[src/common/pmr_pkg.sv]
// pmr_pkg: constants for the power monitor readback and alert block
// assumes a 125 MHz core clock and a byte-level two-wire slave engine outside
// Function
// force-off deasserts alert output only while off-alert enable is set
// both channels: read gives V[11:4], I[11:4], then V[3:0] and I[3:0]
// voltage only: read gives V[11:4] then V[3:0] with low nibble zero
// current only: read gives I[11:4] then I[3:0] with low nibble zero
// master acks bytes one and two, nacks byte three, then stops
// single channel reads: master takes two bytes, nacks second, then stops
// status select makes an addressed read return one status byte
// status bit 0 set while last three current conversions exceeded threshold
// status bit 1 latches on adc trip alert, cleared by alert-enable bit 4
// status bit 2 follows live comparator overcurrent, no latching
// status bit 3 latches comparator fault alert, cleared by alert-enable bit 4
// status bit 4 reads one after force-off bit written high
// status bit 5 latches force-off alert, cleared by alert-enable bit 4
// alert pin driven low normally, released high on fault
// comparator assertion starts delay timer; alert only after delay completes
// voltage codes are 12-bit unsigned, step full scale over 4096
// clear bit resets latched trip flags then returns to zero itself
// extended write address has msb one, two lsbs select, 3 is control
// status-select command bit makes later reads return status byte
// fault delay is a counter with terminal count, restarts on deassert
// read byte index returns to first byte at every start condition
package pmr_pkg;
  localparam int unsigned CORE_CLK_MHZ = 125;
  // fault delay stands in for the timer capacitor charge time
  localparam int unsigned FAULT_DELAY_US = 10;
  localparam int unsigned FAULT_DELAY_CYCLES = FAULT_DELAY_US * CORE_CLK_MHZ;
  // full scale in millivolts per range, code step is full scale / 4096
  localparam int unsigned VFS_RANGE_72_MV = 6650;
  localparam int unsigned VFS_RANGE_141_MV = 26520;
  localparam int unsigned ADC_CODES = 4096;
  localparam int unsigned ADC_BITS = 12;
  // command byte fields
  localparam int unsigned CMD_V_CONT = 0;
  localparam int unsigned CMD_V_ONCE = 1;
  localparam int unsigned CMD_I_CONT = 2;
  localparam int unsigned CMD_I_ONCE = 3;
  localparam int unsigned CMD_VOLTAGE_RANGE_SELECT = 4;
  localparam int unsigned CMD_STATUS_RD = 6;
  localparam int unsigned CMD_EXT_FLAG = 7;
  // extended register selects
  localparam logic [1:0] EXT_ALERT_EN = 2'h1;
  localparam logic [1:0] EXT_ALERT_TH = 2'h2;
  localparam logic [1:0] EXT_CONTROL = 2'h3;
  // alert enable fields and reset value
  localparam int unsigned AEN_ADC_OC1 = 0;
  localparam int unsigned AEN_ADC_OC4 = 1;
  localparam int unsigned AEN_COMPARATOR_TRIP_LATCHED = 2;
  localparam int unsigned AEN_OFF_ALERT = 3;
  localparam int unsigned AEN_CLEAR = 4;
  localparam logic [7:0] ALERT_EN_RESET = 8'h04;
  localparam logic [7:0] ALERT_TH_RESET = 8'hFF;
  localparam logic [7:0] CONTROL_RESET = 8'h00;
  localparam logic [7:0] COMMAND_RESET = 8'h00;
  localparam int unsigned CTL_FORCE_OFF = 0;
  // status byte fields
  localparam int unsigned ST_ADC_LIVE = 0;
  localparam int unsigned ST_ADC_TRIP = 1;
  localparam int unsigned ST_COMP_LIVE = 2;
  localparam int unsigned ST_COMP_TRIP = 3;
  localparam int unsigned ST_OFF_STATUS = 4;
  localparam int unsigned ST_OFF_TRIP = 5;
  // byte returned past the end of a reply
  localparam logic [7:0] RD_PAD = 8'h00;
  // write sequence states
  typedef enum logic [1:0] {PMR_WR_IDLE, PMR_WR_EXT, PMR_WR_DONE} pmr_wr_e;
endpackage

[src/common/pmr_timer_if.sv]
// pmr_timer_if: link between the alert logic and its fault delay counter
// assumes both ends run on core_clk
`timescale 1ns/10ps
`default_nettype none
interface pmr_timer_if;
  logic fault_level;
  logic expired;
  modport owner (output fault_level, input expired);
  modport timer (input fault_level, output expired);
endinterface
`default_nettype wire

[src/hdl/pmr_fault_timer.sv]
// pmr_fault_timer: counts while the fault level holds, flags expiry
// assumes a synchronous active high reset on core_clk
`timescale 1ns/10ps
`default_nettype none
module pmr_fault_timer #(
  parameter int unsigned TERMINAL = pmr_pkg::FAULT_DELAY_CYCLES
) (
  input wire logic core_clk,
  input wire logic rst,
  pmr_timer_if.timer tmr
);
  localparam int unsigned CW = $clog2(TERMINAL + 1);
  localparam logic [CW-1:0] TERM = CW'(TERMINAL);

  logic [CW-1:0] cnt_q;
  logic [CW-1:0] cnt_d;
  logic exp_q;
  logic exp_d;

  // ==========================================================
  // delay counter
  // restart on any drop of the fault before expiry
  always_comb begin
    cnt_d = cnt_q;
    exp_d = 1'b0;
    if (!tmr.fault_level) begin
      cnt_d = '0;
    end else if (cnt_q < TERM) begin
      cnt_d = cnt_q + CW'(1);
    end
    if (tmr.fault_level && cnt_q >= TERM) begin
      exp_d = 1'b1;
    end
  end

  always_ff @(posedge core_clk) begin
    if (rst) begin
      cnt_q <= '0;
      exp_q <= 1'b0;
    end else begin
      cnt_q <= cnt_d;
      exp_q <= exp_d;
    end
  end

  assign tmr.expired = exp_q;
endmodule
`default_nettype wire

[src/hdl/pmr_readback_alert.sv]
// pmr_readback_alert: read reply packing, status byte and alert pin logic
// assumes a byte-level two-wire slave engine on core_clk and adc results on core_clk
`timescale 1ns/10ps
`default_nettype none
module pmr_readback_alert #(
  parameter int unsigned FAULT_DELAY_CYCLES = pmr_pkg::FAULT_DELAY_CYCLES
) (
  input wire logic core_clk,
  input wire logic rst,
  input wire logic bus_start,
  input wire logic wr_valid,
  input wire logic [7:0] wr_data,
  input wire logic rd_req,
  output logic [7:0] rd_data,
  output logic rd_valid,
  input wire logic adc_v_valid,
  input wire logic [11:0] adc_v_code,
  input wire logic adc_i_valid,
  input wire logic [11:0] adc_i_code,
  input wire logic adc_i_over,
  input wire logic comparator_overcurrent,
  output logic alert_o,
  output logic alert_oe,
  output logic voltage_range_select,
  output logic [7:0] alert_threshold
);
  // ==========================================================
  // registers
  logic [7:0] command_q, command_d;
  logic [7:0] alert_en_q, alert_en_d;
  logic [7:0] alert_th_q, alert_th_d;
  logic [7:0] control_q, control_d;
  logic [1:0] ext_sel_q, ext_sel_d;
  pmr_pkg::pmr_wr_e wr_st_q, wr_st_d;
  logic [11:0] volt_q, volt_d;
  logic [11:0] curr_q, curr_d;
  logic [2:0] over_hist_q, over_hist_d;
  logic adc_trip_q, adc_trip_d;
  logic comp_trip_q, comp_trip_d;
  logic off_trip_q, off_trip_d;
  logic [1:0] rd_idx_q, rd_idx_d;
  logic [7:0] rd_data_q, rd_data_d;
  logic rd_valid_q, rd_valid_d;
  logic alert_oe_q, alert_oe_d;
  logic [2:0] comp_sync_q;
  logic comp_live_q, comp_live_d;
  logic adc_event;
  logic [7:0] status_byte;
  logic v_sel;
  logic i_sel;
  logic fault_any;
  logic force_low;

  pmr_timer_if tmr_if ();

  // ==========================================================
  // comparator pin synchroniser, change taken once stages two and three agree
  always_comb begin
    comp_live_d = comp_live_q;
    if (comp_sync_q[1] == comp_sync_q[2]) begin
      comp_live_d = comp_sync_q[2];
    end
  end

  always_ff @(posedge core_clk) begin
    if (rst) begin
      comp_sync_q <= 3'h0;
      comp_live_q <= 1'b0;
    end else begin
      comp_sync_q <= {comp_sync_q[1:0], comparator_overcurrent};
      comp_live_q <= comp_live_d;
    end
  end

  // ==========================================================
  // fault delay timer
  assign tmr_if.fault_level = comp_live_q;

  pmr_fault_timer #(
    .TERMINAL(FAULT_DELAY_CYCLES)
  ) u_timer (
    .core_clk(core_clk),
    .rst(rst),
    .tmr(tmr_if.timer)
  );

  // ==========================================================
  // write path: command byte or extended address then data
  always_comb begin
    wr_st_d = wr_st_q;
    ext_sel_d = ext_sel_q;
    command_d = command_q;
    alert_en_d = alert_en_q;
    alert_th_d = alert_th_q;
    control_d = control_q;
    if (alert_en_q[pmr_pkg::AEN_CLEAR]) begin
      alert_en_d[pmr_pkg::AEN_CLEAR] = 1'b0;
    end
    if (bus_start) begin
      wr_st_d = pmr_pkg::PMR_WR_IDLE;
    end else if (wr_valid) begin
      case (wr_st_q)
        pmr_pkg::PMR_WR_IDLE: begin
          if (wr_data[pmr_pkg::CMD_EXT_FLAG]) begin
            ext_sel_d = wr_data[1:0];
            wr_st_d = pmr_pkg::PMR_WR_EXT;
          end else begin
            command_d = wr_data;
            wr_st_d = pmr_pkg::PMR_WR_DONE;
          end
        end
        pmr_pkg::PMR_WR_EXT: begin
          case (ext_sel_q)
            pmr_pkg::EXT_ALERT_EN: alert_en_d = wr_data;
            pmr_pkg::EXT_ALERT_TH: alert_th_d = wr_data;
            pmr_pkg::EXT_CONTROL: control_d = wr_data;
            default: control_d = control_q;
          endcase
          wr_st_d = pmr_pkg::PMR_WR_DONE;
        end
        default: wr_st_d = pmr_pkg::PMR_WR_DONE;
      endcase
    end
  end

  always_ff @(posedge core_clk) begin
    if (rst) begin
      wr_st_q <= pmr_pkg::PMR_WR_IDLE;
      ext_sel_q <= 2'h0;
      command_q <= pmr_pkg::COMMAND_RESET;
      alert_en_q <= pmr_pkg::ALERT_EN_RESET;
      alert_th_q <= pmr_pkg::ALERT_TH_RESET;
      control_q <= pmr_pkg::CONTROL_RESET;
    end else begin
      wr_st_q <= wr_st_d;
      ext_sel_q <= ext_sel_d;
      command_q <= command_d;
      alert_en_q <= alert_en_d;
      alert_th_q <= alert_th_d;
      control_q <= control_d;
    end
  end

  // ==========================================================
  // conversion capture and trip flags
  assign adc_event = adc_i_valid && adc_i_over;
  assign force_low = control_q[pmr_pkg::CTL_FORCE_OFF] && alert_en_q[pmr_pkg::AEN_OFF_ALERT];

  always_comb begin
    volt_d = volt_q;
    curr_d = curr_q;
    over_hist_d = over_hist_q;
    adc_trip_d = adc_trip_q;
    comp_trip_d = comp_trip_q;
    off_trip_d = off_trip_q;
    if (adc_v_valid) begin
      volt_d = adc_v_code;
    end
    if (adc_i_valid) begin
      curr_d = adc_i_code;
      over_hist_d = {over_hist_q[1:0], adc_i_over};
    end
    // clear first, so a same-cycle event below wins
    if (alert_en_q[pmr_pkg::AEN_CLEAR]) begin
      adc_trip_d = 1'b0;
      comp_trip_d = 1'b0;
      off_trip_d = 1'b0;
    end
    if ((adc_event && alert_en_q[pmr_pkg::AEN_ADC_OC1]) ||
        (adc_event && over_hist_q[2:0] == 3'h7 && alert_en_q[pmr_pkg::AEN_ADC_OC4])) begin
      adc_trip_d = 1'b1;
    end
    if (tmr_if.expired && alert_en_q[pmr_pkg::AEN_COMPARATOR_TRIP_LATCHED]) begin
      comp_trip_d = 1'b1;
    end
    if (force_low) begin
      off_trip_d = 1'b1;
    end
  end

  always_ff @(posedge core_clk) begin
    if (rst) begin
      volt_q <= 12'h000;
      curr_q <= 12'h000;
      over_hist_q <= 3'h0;
      adc_trip_q <= 1'b0;
      comp_trip_q <= 1'b0;
      off_trip_q <= 1'b0;
    end else begin
      volt_q <= volt_d;
      curr_q <= curr_d;
      over_hist_q <= over_hist_d;
      adc_trip_q <= adc_trip_d;
      comp_trip_q <= comp_trip_d;
      off_trip_q <= off_trip_d;
    end
  end

  // ==========================================================
  // status byte
  always_comb begin
    status_byte = 8'h00;
    status_byte[pmr_pkg::ST_ADC_LIVE] = (over_hist_q[2:0] == 3'h7);
    status_byte[pmr_pkg::ST_ADC_TRIP] = adc_trip_q;
    status_byte[pmr_pkg::ST_COMP_LIVE] = comp_live_q;
    status_byte[pmr_pkg::ST_COMP_TRIP] = comp_trip_q;
    status_byte[pmr_pkg::ST_OFF_STATUS] = control_q[pmr_pkg::CTL_FORCE_OFF];
    status_byte[pmr_pkg::ST_OFF_TRIP] = off_trip_q;
  end

  // ==========================================================
  // read reply packing
  assign v_sel = command_q[pmr_pkg::CMD_V_CONT] || command_q[pmr_pkg::CMD_V_ONCE];
  assign i_sel = command_q[pmr_pkg::CMD_I_CONT] || command_q[pmr_pkg::CMD_I_ONCE];

  always_comb begin
    rd_idx_d = rd_idx_q;
    rd_data_d = rd_data_q;
    rd_valid_d = 1'b0;
    if (bus_start) begin
      rd_idx_d = 2'h0;
    end else if (rd_req) begin
      rd_valid_d = 1'b1;
      if (rd_idx_q != 2'h3) begin
        rd_idx_d = rd_idx_q + 2'h1;
      end
      rd_data_d = pmr_pkg::RD_PAD;
      if (command_q[pmr_pkg::CMD_STATUS_RD]) begin
        if (rd_idx_q == 2'h0) begin
          rd_data_d = status_byte;
        end
      end else if (v_sel && !i_sel) begin
        case (rd_idx_q)
          2'h0: rd_data_d = volt_q[11:4];
          2'h1: rd_data_d = {volt_q[3:0], 4'h0};
          default: rd_data_d = pmr_pkg::RD_PAD;
        endcase
      end else if (i_sel && !v_sel) begin
        case (rd_idx_q)
          2'h0: rd_data_d = curr_q[11:4];
          2'h1: rd_data_d = {curr_q[3:0], 4'h0};
          default: rd_data_d = pmr_pkg::RD_PAD;
        endcase
      end else begin
        case (rd_idx_q)
          2'h0: rd_data_d = volt_q[11:4];
          2'h1: rd_data_d = curr_q[11:4];
          2'h2: rd_data_d = {volt_q[3:0], curr_q[3:0]};
          default: rd_data_d = pmr_pkg::RD_PAD;
        endcase
      end
    end
  end

  // ==========================================================
  // alert pin: driven low normally, released on fault unless forced off with off-alert enabled
  assign fault_any = adc_trip_q || comp_trip_q;

  always_comb begin
    alert_oe_d = 1'b1;
    if (fault_any && !force_low) begin
      alert_oe_d = 1'b0;
    end
    if (force_low) begin
      alert_oe_d = 1'b1;
    end
  end

  always_ff @(posedge core_clk) begin
    if (rst) begin
      rd_idx_q <= 2'h0;
      rd_data_q <= 8'h00;
      rd_valid_q <= 1'b0;
      alert_oe_q <= 1'b1;
    end else begin
      rd_idx_q <= rd_idx_d;
      rd_data_q <= rd_data_d;
      rd_valid_q <= rd_valid_d;
      alert_oe_q <= alert_oe_d;
    end
  end

  assign rd_data = rd_data_q;
  assign rd_valid = rd_valid_q;
  assign alert_oe = alert_oe_q;
  assign alert_o = 1'b0; // open drain, only ever pulls low
  assign voltage_range_select = command_q[pmr_pkg::CMD_VOLTAGE_RANGE_SELECT];
  assign alert_threshold = alert_th_q;
endmodule
`default_nettype wire

[config.mk]
export PLATFORM = sky130hd
export DESIGN_NAME = pmr_readback_alert
export DESIGN_NICKNAME = d
export VERILOG_FILES = /design/src/common/pmr_pkg.sv /design/src/common/pmr_timer_if.sv /design/src/hdl/pmr_fault_timer.sv /design/src/hdl/pmr_readback_alert.sv
export SDC_FILE = /design/constraint.sdc
export NUM_CORES = 1
export LEC_CHECK = 0
export BUFFER_PORTS_ARGS = -buffer_cell sky130_fd_sc_hd__clkbuf_2
export CAP_MARGIN = 0
export CORE_MARGIN = 8
export CORE_UTILIZATION = 50
export DETAILED_ROUTE_END_ITERATION = 8
export PLACE_DENSITY = 0.82
export SETUP_SLACK_MARGIN = 0.15
export SLEW_MARGIN = 30
export SYNTH_ARGS = -nofsm -noshare
export SYNTH_HDL_FRONTEND = slang
export SYNTH_SLANG_ARGS = --single-unit
[constraint.sdc]
create_clock -name core_clk -period 1.7 [get_ports core_clk]
set_input_delay 0.085 -clock core_clk [delete_from_list [all_inputs] [get_ports core_clk]]
set_output_delay 0.085 -clock core_clk [all_outputs]
set_load 0.05 [all_outputs]
**Yosys cells after proc, flatten, opt, wreduce, memory -nomap -nowiden**

Cells that the tools add are included.

- Add/subtract/negate cells: 2
- Multipliers: 0
- Divide/modulo/power cells: 0
- Order comparisons: 2
- Eq/ne operators: 9
- Shifts and indexed selects: 0
- Muxes and demuxes: 16
- Bitwise operators: 6
- Reduce and logical (&&, ||, !) cells: 33

Operators with widths:

| cell | count |
|---|---|
| 8-bit case mux with 2 select lines | 2 |
| 8-bit two-way mux | 3 |
| 8-bit case mux with 3 select lines | 1 |
| 4-bit AND reduction | 5 |
| 11-bit by 1-bit adder with 11-bit output (second input constant) | 1 |
| 11-bit >= comparator (second input constant) | 1 |
| 11-bit less-than comparator (second input constant) | 1 |
| 1-bit logical AND | 10 |
| 1-bit two-way mux | 7 |
| 2-bit by 1-bit equality test with 1-bit output (second input constant) | 3 |
| 2-bit equality test (second input constant) | 3 |
| 6-bit two-way mux | 1 |
| 1-bit inverter | 6 |
| 2-bit nonzero test | 3 |
| 2-bit OR reduction | 3 |
| 5-bit OR reduction | 1 |
| 2-bit logical NOT | 2 |
| 1-bit logical OR | 4 |
| 2-bit two-way mux | 2 |
| 2-bit AND reduction | 2 |
| 3-bit equality test (second input constant) | 1 |
| 1-bit logical NOT | 3 |
| 2-bit by 1-bit adder with 2-bit output (second input constant) | 1 |
| 2-bit inequality test (second input constant) | 1 |
| 1-bit equality test | 1 |

- Bits in registers: 83
- Bits in latches: 0
- RAM bits: 0
- ROM bits: 0
- Input bits: 41
- Output and inout bits: 20
- Logic and storage cells: 89
- Memories kept: 0

**Logic depth before layout (Yosys ltp)**

Gate-level depths: netlist (run 1).

- Word-level depth: 6
- Mapped depth: 8
- Gate-level depth less buffers: 7

**Cells and area by module**

A second synthesis (run 1) with hierarchy kept.

- Cells, all modules: 369
- Area, all modules: 3567.2 um2

Modules (own cells, without submodules):

| module | instances | cells an instance | area an instance (um2) | seq. area each (um2) |
|---|---|---|---|---|
| pmr_readback_alert | 1 | 303 | 2964.1 | 1401.3 |
| pmr_fault_timer | 1 | 66 | 603.1 | 240.2 |

**Worst setup path after synthesis (run 1)**

No wires, ideal clock.

- Kind: flip-flop to flip-flop
- Start point: reg rd_idx_q[0]
- End point: reg rd_data_q[4], in the netlist rd_data[4]
- Setup time: 0.136 ns
- Arrival: 1.559 ns
- Data required time: 1.564 ns
- Path slack: 0.006 ns
- Cell stages (with the launch flop): 8
- Path buffers: 1
- Clock period less this slack: 1.694 ns
- Cell sequence: dfxtp_1 > inv_1 > ha_1 > clkbuf_1 > a22oi_1 > nor3_1 > a2111oi_0 > o32ai_1

- Word-level cells in the longest chain between the ends: 5
- Elaborated cells between the ends (all ways): 10
- Classes of those cells: eq/ne (2); mux (7); reduce/logical (1)

Ends and longest elaborated chain:

| item | line | RTL |
|---|---|---|
| from (decl) | pmr_readback_alert.sv:41 | `logic [1:0] rd_idx_q, rd_idx_d;` |
| from (signal assigned) | pmr_readback_alert.sv:276 | `rd_idx_q <= rd_idx_d;` |
| 2-bit equality test (tied with other cells) | pmr_readback_alert.sv:245 | `case (rd_idx_q)` |
| 8-bit case mux with 3 select lines / 8-bit case mux with 2 select lines (equally long branches) | pmr_readback_alert.sv:245, pmr_readback_alert.sv:239 |  |
| 8-bit two-way mux | pmr_readback_alert.sv:238 | `end else if (i_sel && !v_sel) begin` |
| 8-bit two-way mux | pmr_readback_alert.sv:232 | `end else if (v_sel && !i_sel) begin` |
| 8-bit two-way mux (*) | pmr_readback_alert.sv:228 | `if (command_q[pmr_pkg::CMD_STATUS_RD]) begin` |
| to (signal assigned) | pmr_readback_alert.sv:277 | `rd_data_q <= rd_data_d;` |
| to (decl) | pmr_readback_alert.sv:42 | `logic [7:0] rd_data_q, rd_data_d;` |

Mark *: on every way between the ends. The rest lies on a longest branch, timed or not.
A chain may end at the register's enable or synchronous reset.

**Worst setup path after layout (run 1)**

- Start point: reg command_q[2]
- End point: reg rd_data_q[4], in the netlist rd_data[4]

- Word-level cells in the longest chain between the ends: 5
- Elaborated cells between the ends (all ways): 7
- Classes of those cells: mux (3); reduce/logical (4)

Ends and longest elaborated chain:

| item | line | RTL |
|---|---|---|
| from (decl) | pmr_readback_alert.sv:29 | `logic [7:0] command_q, command_d;` |
| from (signal assigned) | pmr_readback_alert.sv:130 | `command_q <= pmr_pkg::COMMAND_RESET;` |
| from (signal assigned) | pmr_readback_alert.sv:137 | `command_q <= command_d;` |
| 1-bit logical OR (*) | pmr_readback_alert.sv:214 | `assign i_sel = command_q[pmr_pkg::CMD_I_CONT] \|\| command_q[pmr_pkg::CMD_I_ONCE];` |
| 1-bit logical AND / 1-bit logical NOT (equally long branches) | pmr_readback_alert.sv:238, pmr_readback_alert.sv:232 |  |
| 8-bit two-way mux / 1-bit logical AND (equally long branches) | pmr_readback_alert.sv:238, pmr_readback_alert.sv:232 |  |
| 8-bit two-way mux (*) | pmr_readback_alert.sv:232 |  |
| 8-bit two-way mux (*) | pmr_readback_alert.sv:228 |  |

Marked as above.

==> metrics.md, run 1 <==
| Metric | Value |
|---|---|
| Status | finished with violations |
| Failing checks | hold timing |
| Floorplan row count | 30 |
| Yosys warnings | 0 |
| Number of synthesized flops with an enable pin | 0 |
| TNS Setup | 0 ns |
| Max Clock Freq | approximately 600 MHz |
| Fillers | 501 |
| Port Buffers | 59 |
| Starting Density | 0.5114 |
| Slew Limit Fails | 0 |
| IO Count | 61 |
| Worst-path clk slew | about 0.090 ns |
| Layout Utilization | 0.7006 |
| PwrDens | 880.0 nW/um2 |
| Arrival @ worst endpoint | between 1.5 and 2 ns |
| Final WL | 9738 um |
| Crit Path Category | flop to flop |
| Iteration-0 DRC count of the detailed router | about 190 |
| #FFs+latches synth | 82 |
| Synth Flop Type | dfxtp_1 |
| Syn nets | 422 |
| Placement Cell Area | 3854 um2 |
| Drt pass-1 iters | 6 |
| Max Root-Sink Buffers | 2 |
| Slew headroom | 0.6424 |
| Layout cells sized above 1 | 0.3029 |
| Die Y | 98.90 um |
| Synth Area per Inst | slightly above 9 um2 |
| Final WS setup | 0.03453 ns |
| Sequential share of the synthesized area | 0.4778 |
| Commonest non-fill, non-tap cell in the layout | dfxtp_1 |
| Hold_ws | -0.005859 ns |
| Fin nets | about 520 |
| DRC Markers | 0 |
| Register Area | between 1500 and 2000 um2 |
| Number of CTS-inserted buffers | 9 |
| Clock skew | around 0.013 ns |
| Post-DP HPWL | 6219 um |
| Hold crit path type | input port to flop |
| Synth cell types | 48 |
| Fin crit share | 0.9797 |
| Post-Syn Area | 3436 um2 |
| Antenna violations before repair | 0 |
| Core ar. | 6719 um2 |
| Setup Viol. Count Final | 0 |
| Startpoint Class | flop |
| Period minus WS final | 1.665 ns |
| CP Max Fanout | 8 |
| RSZ-0062 raised after global routing | true |
| CTS Sinks | 82 |
| GRT Residual Overflow | 0 |
| H-tree level count | 3 |
| Max-Cap Viols | 0 |
| Setup slack at placement | 0.01466 ns |
| GR Util All Layers | 0.1902 |
| Multi-input gate area | 1932 um2 |
| RD Place Congestion | just over 0.9 |
| Die area | 9780 um2 |
| Root buffer cell | clkbuf_8 |
| Clk_lat worst skew | 0.35 ns |
| Critical path capture point type | flop |
| Async SR Flop Fraction | 0 |
| Overall power | just over 0.004 W |
| Most frequent cells in the layout | dfxtp_1, clkbuf_2, nor2_1 |
| Final instance area | 4707 um2 |
| Mean number of vias per cell | 5.641 |
| Layout overhead on the synthesized area | 37.00% |
| Vias in the first global route | 3,237 |
| Worst Path Required | 1.91 ns |
| Width of the die | 98.90 um |
| Synth Instances | roughly 380 |
| Leak | 2.049 nW |
| WL per Instance | about 17 um |
| Post-DRT Antenna Nets | 0 |
| Worst slew pin tran | 0.5364 ns |
| CTS tree | done |
| Largest net degree at the start of global routing | 30 |
| Maximum VDD drop | 0.0006317 V |
| Fin. Hold Viols | 1 |
| Ant diodes | 0 |
| First-pass GRT wire length | 15,240 um |
| DR vias | 3,170 |
==> per-stage QoR <==
stage | hold slack [ns] | instances
6_report | -0.005859 | 562
5_1_grt | -0.01696 | 562
4_1_cts | 0.0008851 | 556
3_5_place_dp | 0.3042 | 506
3_3_place_gp | 0.2944 | 506
2_1_floorplan | 0.1549 | 375
==> report_power, final <==
| part | switching (W) | internal (W) | total, W |
|---|---|---|---|
| registers | 0.0000577 | 0.00198 | 0.00203 |
| clock network | 0.000690 | 0.000909 | 0.00160 |
| logic | 0.000274 | 0.000236 | 0.000510 |
| total | 0.00102 | 0.00312 | 0.00414 |
==> per-layer routing <==
metal  wire [um]  global-route usage  part of all wire
met5           0                   0                 0
met4         299             0.07910             0.031
met3         622             0.05779             0.064
met2        4925              0.3290              0.51
met1        3889              0.2111              0.40
==> logic make-up (layout without fill, tap and decap cells) <==
logic type	count (synthesis)	in the layout	share of synthesized area
and+or+nand+nor	154	154	0.2090
DFF	82	82	0.4778
AOI/OAI and AO/OA	60	60	0.1267
muxes	40	40	0.1165
buffers and inverters	25	132	0.02913
xor gates and xnor gates	7	7	0.01784
adders and majority gates	6	6	0.02185
other	1	1	0.001091
==> cells in the mapped netlist, drive strengths merged (5+ instances only) <==
master / instances / area, um2
a21oi: 12 / 60.06
a221oi: 10 / 87.58
a22oi: 7 / 52.55
buf: 9 / 40.04
clkbuf: 9 / 33.78
dfxtp: 82 / 1642
ha: 6 / 75.07
inv: 7 / 26.28
mux2i: 40 / 400.4
nand2: 40 / 150.1
nand3: 13 / 65.06
nor2: 58 / 217.7
nor2b: 5 / 31.28
nor3: 11 / 55.05
o21ai: 11 / 70.07
==> final cells by class <==
type | instances | share of cell area
repair buffers | 109 | 0.1603
clock buffers | 12 | 0.03296
multi-input cells | 268 | 0.4104
well taps | 80 | 0.02127
flip-flops and latches | 82 | 0.3527
clock inverters | 4 | 0.01568
inverters | 7 | 0.006645
==> flip-flops by register name, indices dropped and copies added (netlist names), 5 cells and up <==
name,flops
alert_en_q,5
alert_threshold,8
command_q,6
curr_q,12
rd_data,8
u_timer.cnt_q,11
volt_q,12
==> worst max-delay path, cell delays in order, from the launching register on <==
cell	delay, ns
dfxtp_4	0.35
buf_4	0.13
nor2_4	0.08
nor3_1	0.05
buf_4	0.18
and3_4	0.20
a2111oi_4	0.38
o32ai_2	0.16
==> what timing repair did <==
action                                 4_1_cts  5_1_grt
endpoints found under the hold margin       30        0
hold buffers                                29        0
buffers inserted                             5        6
gates resized for setup                     29       30
pin swaps                                   21       18
setup endpoints to repair                   11       25
==> worst paths after layout <==
path	startpoint	endpoint	slack [ns]	cells past startpoint
max	command_q[2]	rd_data[4]	0.03	7
min	adc_v_code[0]	volt_q[0]	-0.006	3
max reg2reg	command_q[2]	rd_data[4]	0.03	7
min reg2reg	comp_sync_q[0]	comp_sync_q[1]	0.45	1
(Power assumes the default switching activity.)
==> run 2: changes to the inputs <==
--- a/config.mk
+++ b/config.mk
@@ -11,6 +11,7 @@
 export CORE_UTILIZATION = 50
 export DETAILED_ROUTE_END_ITERATION = 8
 export PLACE_DENSITY = 0.82
+export RECOVER_POWER = 25
 export SETUP_SLACK_MARGIN = 0.15
 export SLEW_MARGIN = 30
 export SYNTH_ARGS = -nofsm -noshare
==> metrics.md, run 2 (synthesized netlist as in run 1, its figures left out) <==
| Metric | Value |
|---|---|
| Vias in the first global route | 3,237 |
| Fin nets | 524 |
| Psw | slightly above 0.001 W |
| Leak | roughly 2.0 nW |
| Final instance area | 4703 um2 |
| Width of the die | just under 100 um |
| WL per Instance | 17.34 um |
| Critical path, cell by cell | buf_4, nor2_4, nor3_1, buf_4, and3_4, a2111oi_4, o32ai_2 |
| Layout overhead on the synthesized area | 36.89% |
| Max-Cap Viols | 0 |
| Drt pass-1 iters | 5 |
| CP Max Fanout | 8 |
| Period minus WS final | 1.665 ns |
| Worst setup endpoint | rd_data[4] |
| Share of power burned in registers | 0.491 |
| Die area | between 9000 and 10,000 um2 |
| Max Clock Freq | 600.6 MHz |
| Source of the critical timing path | command_q[2] |
| Slew headroom | 0.6423 |
| GRT Residual Overflow | 0 |
| Met2 Usage GRT | 0.3290 |
| Worst-path clk slew | 0.09 ns |
| Grt peak-use layer | met2 |
| Buffers & Inverters on Critical Path | 2 |
| Setup Viol. Count Final | 0 |
| Status | finished with violations |
| Final WL | between 9000 and 10,000 um |
| RSZ-0062 raised after global routing | true |
| Met1 Use GR | 0.2111 |
| Maximum VDD drop | approximately 0.00063 V |
| Slew Limit Fails | 0 |
| H-tree level count | 3 |
| DRC Markers | 0 |
| Hold_ws | -0.005471 ns |
| Hold crit path type | input port to flop |
| Post-DP HPWL | 6219 um |
| Die Y | 98.90 um |
| Register Area | about 1700 um2 |
| RR Endpoint | rd_data[4] |
| RD Place Congestion | 0.9241 |
| Instance count on the critical path | 7 |
| Placed Cells | 506 |
| Placement Cell Area | approximately 3900 um2 |
| Clk_lat worst skew | 0.35 ns |
| Arrival @ worst endpoint | around 1.9 ns |
| Fin cells | 562 |
| Largest regs | curr_q x12, volt_q x12, u_timer.cnt_q x11 |
| Part of the power in the clock network | 0.386 |
| FF-to-FF setup slack | 0.04 ns |
| PwrDens | 880.0 nW/um2 |
| Floorplan row count | 30 |
| P_int | 0.003119 W |
| Layout cells sized above 1 | 0.2967 |
| Reg2Reg Depth | 7 |
| Cell family with most CP delay | compound AO/OA/AOI/OAI gates |
| Top cell by count, worst path | buf_4 |
| Reg2reg start | command_q[2] |
| Antenna violations before repair | 0 |
| TNS Setup | 0 ns |
| CTS tree | done |
| Critical path capture point type | flop |
| Startpoint Class | flop |
| Root buffer cell | clkbuf_8 |
| Mean number of vias per cell | about 5.6 |
| Starting Density | 0.5114 |
| Max Root-Sink Buffers | 2 |
| Comb pwr share | 0.123 |
| Sw frac | 0.2464 |
| Max incr delay on CP | 0.39 ns |
| Fillers | around 500 |
| IO Count | 61 |
| Failing checks | hold timing |
| Multi-input gate area | just under 2000 um2 |
| Most frequent cells in the layout | dfxtp_1, clkbuf_2, nor2_1 |
| Crit Path Category | flop to flop |
| CP max stage cell | a2111oi_4 |
| Ant diodes | 0 |
| Worst Path Required | 1.91 ns |
| Iteration-0 DRC count of the detailed router | 185 |
| Post-DRT Antenna Nets | 0 |
| Fin crit share | 0.9794 |
| Number of CTS-inserted buffers | 9 |
| CTS Sinks | 82 |
| Worst slew pin tran | approximately 0.54 ns |
| Fin. Hold Viols | 1 |
| GR Util All Layers | 0.1902 |
| Port Buffers | 59 |
| Largest net degree at the start of global routing | 30 |
| DR vias | 3,174 |
| Core ar. | 6719 um2 |
| Clock skew | about 0.010 ns |
| Commonest non-fill, non-tap cell in the layout | dfxtp_1 |
| First-pass GRT wire length | 15,240 um |
| Met3 global-route usage | 0.05779 |
## run 2: cell counts in the layout (fill, tap and decap cells not counted)
Identical to the previous run, type by type.
## run 2: power groups by stage
stage / clock network (W) / registers, W / logic, W
finish: 0.00160 / 0.00203 / 0.000510
global route: 0.00170 / 0.00204 / 0.000545
CTS: 0.00161 / 0.00203 / 0.000469
detailed placement: 0 / 0.00207 / 0.000379
global placement: 0 / 0.00207 / 0.000367
floorplan: 0 / 0.00210 / 0.000217
## run 2: stage by stage
stage                     power (W)  utilization  setup slack (ns)
final                      0.004139       0.7000           0.03500
after detailed placement   0.002451       0.5736           0.01466
after global routing       0.004280       0.7000         -0.007698
after global placement     0.002436       0.5736            0.1173
after floorplan            0.002313            -            0.1489
after CTS                  0.004109       0.6760           0.08267
## run 2: worst min path at each step
stage                              from            endpoint  slack, ns  cells after the start
after global placement       wr_data[5]  alert_threshold[5]       0.29                      3
after floorplan               bus_start         rd_idx_q[0]       0.15                      1
after detailed placement     wr_data[5]  alert_threshold[5]       0.30                      3
final                     adc_v_code[0]           volt_q[0]     -0.005                      3
after global routing      adc_v_code[0]           volt_q[0]      -0.02                      3
after CTS                    wr_data[2]  alert_threshold[2]     0.0009                      3
## run 2: worst register-to-register path: stages (launching register included)
cell       delay, ns
dfxtp_4         0.35
buf_4           0.13
nor2_4          0.08
nor3_1          0.05
buf_4           0.18
and3_4          0.20
a2111oi_4       0.39
o32ai_2         0.16
## run 2: area by class of cell
type | count | share of cell area
clock buffers | 12 | 0.03299
clock inverters | 4 | 0.01570
inverters | 7 | 0.006651
multi-input cells | 268 | 0.4107
flip-flops and latches | 82 | 0.3530
well taps | 80 | 0.02128
repair buffers | 109 | 0.1596
## run 2: routing by layer
layer / routed length, um / part of all wire
met4: 273 / 0.028
met1: 3932 / 0.40
met3: 584 / 0.060
met2: 4956 / 0.51
met5: 0 / 0
## run 2: timing repair
action / CTS / global route
hold buffers: 29 / 0
cloned: 0 / 0
endpoints found under the setup margin: 11 / 25
hold endpoints to repair: 30 / 0
resized for setup: 29 / 30
pin swaps: 21 / 18
setup buffers: 5 / 6
==> run 3: changes to the inputs <==
--- a/config.mk
+++ b/config.mk
@@ -16,4 +16,5 @@
 export SLEW_MARGIN = 30
 export SYNTH_ARGS = -nofsm -noshare
 export SYNTH_HDL_FRONTEND = slang
+export SYNTH_HIERARCHICAL = 1
 export SYNTH_SLANG_ARGS = --single-unit
==> metrics.md, run 3 <==
| Metric | Value |
|---|---|
| Status | completed |
| Startpoint Class | flop |
| CTS Sinks | about 80 |
| DRC Markers | 0 |
| Slew Limit Fails | 0 |
| Width of the die | roughly 100 um |
| Register Area | around 1700 um2 |
| Slew headroom | 0.4495 |
| TNS Setup | 0 ns |
| Die area | 10,090 um2 |
| Overall power | 0.003755 W |
| Clk_lat worst skew | 0.35 ns |
| CTS tree | done |
| Reg2reg start | u_timer/cnt_q[1] |
| Fin crit share | 0.9345 |
| Leak | ~2.0 nW |
| CP Max Fanout | 6 |
| Final WL | 9175 um |
| RR Endpoint | u_timer/cnt_q[5] |
| Synth top area cells | dfxtp_1, mux2i_1, nor2_1 |
| Setup slack at placement | 0.05113 ns |
| Max-Cap Viols | 0 |
| Synth top area share | 0.4602 |
| Synth cell types | 53 |
| Drt pass-1 iters | 5 |
| IO Count | 61 |
| Critical path capture point type | flop |
| Layout cells sized above 1 | 0.2679 |
| Synth Flop Type | dfxtp_1 |
| FF-to-FF setup slack | about 0.11 ns |
| Synth Area per Inst | 9.667 um2 |
| Reg2Reg Depth | 5 |
| Fin. Hold Viols | 0 |
| Sequential share of the synthesized area | 0.4602 |
| Arrival @ worst endpoint | 1.87 ns |
| Largest net degree at the start of global routing | 41 |
| Commonest non-fill, non-tap cell in the layout | dfxtp_1 |
| Worst Hold Depth | 3 |
| Worst Path Required | 1.98 ns |
| Number of CTS-inserted buffers | 9 |
| Antenna violations before repair | 0 |
| #FFs+latches synth | 82 |
| Post-DRT Antenna Nets | 0 |
| Starting Density | 0.5193 |
| Final WS setup | 0.1113 ns |
| Placement Cell Area | 3940 um2 |
| Max Root-Sink Buffers | 2 |
| Yosys top cell by area | dfxtp_1 |
| Port Buffers | between 50 and 60 |
| Hold crit path type | input port to flop |
| Layout overhead on the synthesized area | 30.09% |
| Max Clock Freq | around 630 MHz |
| Root buffer cell | clkbuf_8 |
| RSZ-0062 raised after global routing | true |
| Maximum VDD drop | 0.0007403 V |
| Floorplan row count | 30 |
| Fillers | 551 |
| Source of the critical timing path | u_timer/cnt_q[1] |
| Clock skew | a little under 0.008 ns |
| Worst slew pin tran | 0.8257 ns |
| Multi-input gate area | 1822 um2 |
| Post-Syn Area | around 3600 um2 |
| Post-DP HPWL | 5916 um |
| Number of synthesized flops with an enable pin | 0 |
| Largest regs | curr_q x12, volt_q x12, u_timer/cnt_q x11 |
| First-pass GRT wire length | 14,880 um |
| WL per Instance | 16.10 um |
| Die Y | 100.5 um |
| Ant diodes | 0 |
| Fin nets | ~520 |
| Hold path startpoint | adc_i_over |
| Period minus WS final | around 1.6 ns |
| H-tree level count | 3 |
| Iteration-0 DRC count of the detailed router | 228 |
| Final instance area | 4641 um2 |
| GR Util All Layers | 0.1838 |
| Core ar. | 6869 um2 |
| Most frequent cells in the layout | dfxtp_1, clkbuf_2, nor2_1 |
| Layout Utilization | 0.6756 |
| Min-Delay Endpoint | over_hist_q[0] |
| Syn nets | 416 |
| Synth Instances | 369 |
| GRT Residual Overflow | 0 |
| Most common cell in the netlist | dfxtp_1 |
| DR vias | 3,163 |
| Async SR Flop Fraction | 0 |
| Crit Path Category | flop to flop |
| Mean number of vias per cell | 5.549 |
| Vias in the first global route | 3,144 |
| Worst-path clk slew | around 0.080 ns |
| RD Place Congestion | 0.8617 |
| Yosys warnings | 6 |
| PwrDens | 809.1 nW/um2 |
| Setup Viol. Count Final | 0 |
| Leading cell types by count after synthesis | dfxtp_1, nor2_1, mux2i_1 |
-- run 3: area by class of cell --
class,instances,area share
multi-input combinational,255,0.3926
clock inverter,2,0.002696
inverter,7,0.006201
clock buffer,13,0.03424
timing repair buffer,115,0.1815
sequential,82,0.3570
tap,96,0.02588
-- run 3: cell families after synthesis --
family,count (synthesis),synth area share
other,1,0.001051
DFF,82,0.4602
xor gates and xnor gates,4,0.009823
AOI/OAI and AO/OA,77,0.1645
adders and majority gates,6,0.02104
muxes,43,0.1207
buffers and inverters,33,0.05156
and+or+nand+nor,123,0.1712
-- run 3: how the worst max path moves through the flow --
stage                  endpoint  slack [ns]  cells past startpoint
6_report       u_timer/cnt_q[5]        0.11                      5
4_1_cts        u_timer/cnt_q[9]        0.11                      4
3_5_place_dp   u_timer/cnt_q[9]        0.05                      4
3_3_place_gp   u_timer/cnt_q[9]        0.13                      4
2_1_floorplan        rd_data[0]        0.17                      7
5_1_grt        u_timer/cnt_q[1]        0.05                      6
-- run 3: layer usage --
| layer | track usage | part of all wire | wire [um] | vias up |
|---|---|---|---|---|
| li1 | - | - | - | 1545 |
| met1 | 0.2105 | 0.42 | 3894 | 1480 |
| met2 | 0.3113 | 0.50 | 4563 | 127 |
| met3 | 0.06492 | 0.069 | 629 | 11 |
| met4 | 0.05814 | 0.0097 | 89 | 0 |
| met5 | 0 | 0 | 0 | - |
-- run 3: metrics by stage --
stage | hold WS (ns) | instances
floorplan | 0.1624 | 369
global placement | 0.2967 | 510
detailed placement | 0.2990 | 510
CTS | 0.005783 | 560
global route | 0.01193 | 570
finish | 0.01129 | 570
-- run 3: worst max-delay path, cell delays in order, from the launching register on --
cell and delay, ns:
dfxtp_4 0.37, nor4_4 0.38, buf_4 0.19, o21ai_4 0.08
or3_1 0.37, a21oi_1 0.13
-- run 3: timing repair --
action	4_1_cts	5_1_grt
endpoints found under the setup margin	11	22
gates cloned	0	3
endpoints found under the hold margin	37	0
pin swaps	4	15
hold buffers	32	0
setup buffers	3	7
resized for setup	10	21
-- run 3: power breakdown --
| part | total (W) | internal, W | switching [W] |
|---|---|---|---|
| Sequential | 0.00203 | 0.00198 | 0.0000519 |
| Clock | 0.00125 | 0.000601 | 0.000650 |
| Combinational | 0.000475 | 0.000232 | 0.000243 |
| Total | 0.00376 | 0.00281 | 0.000945 |
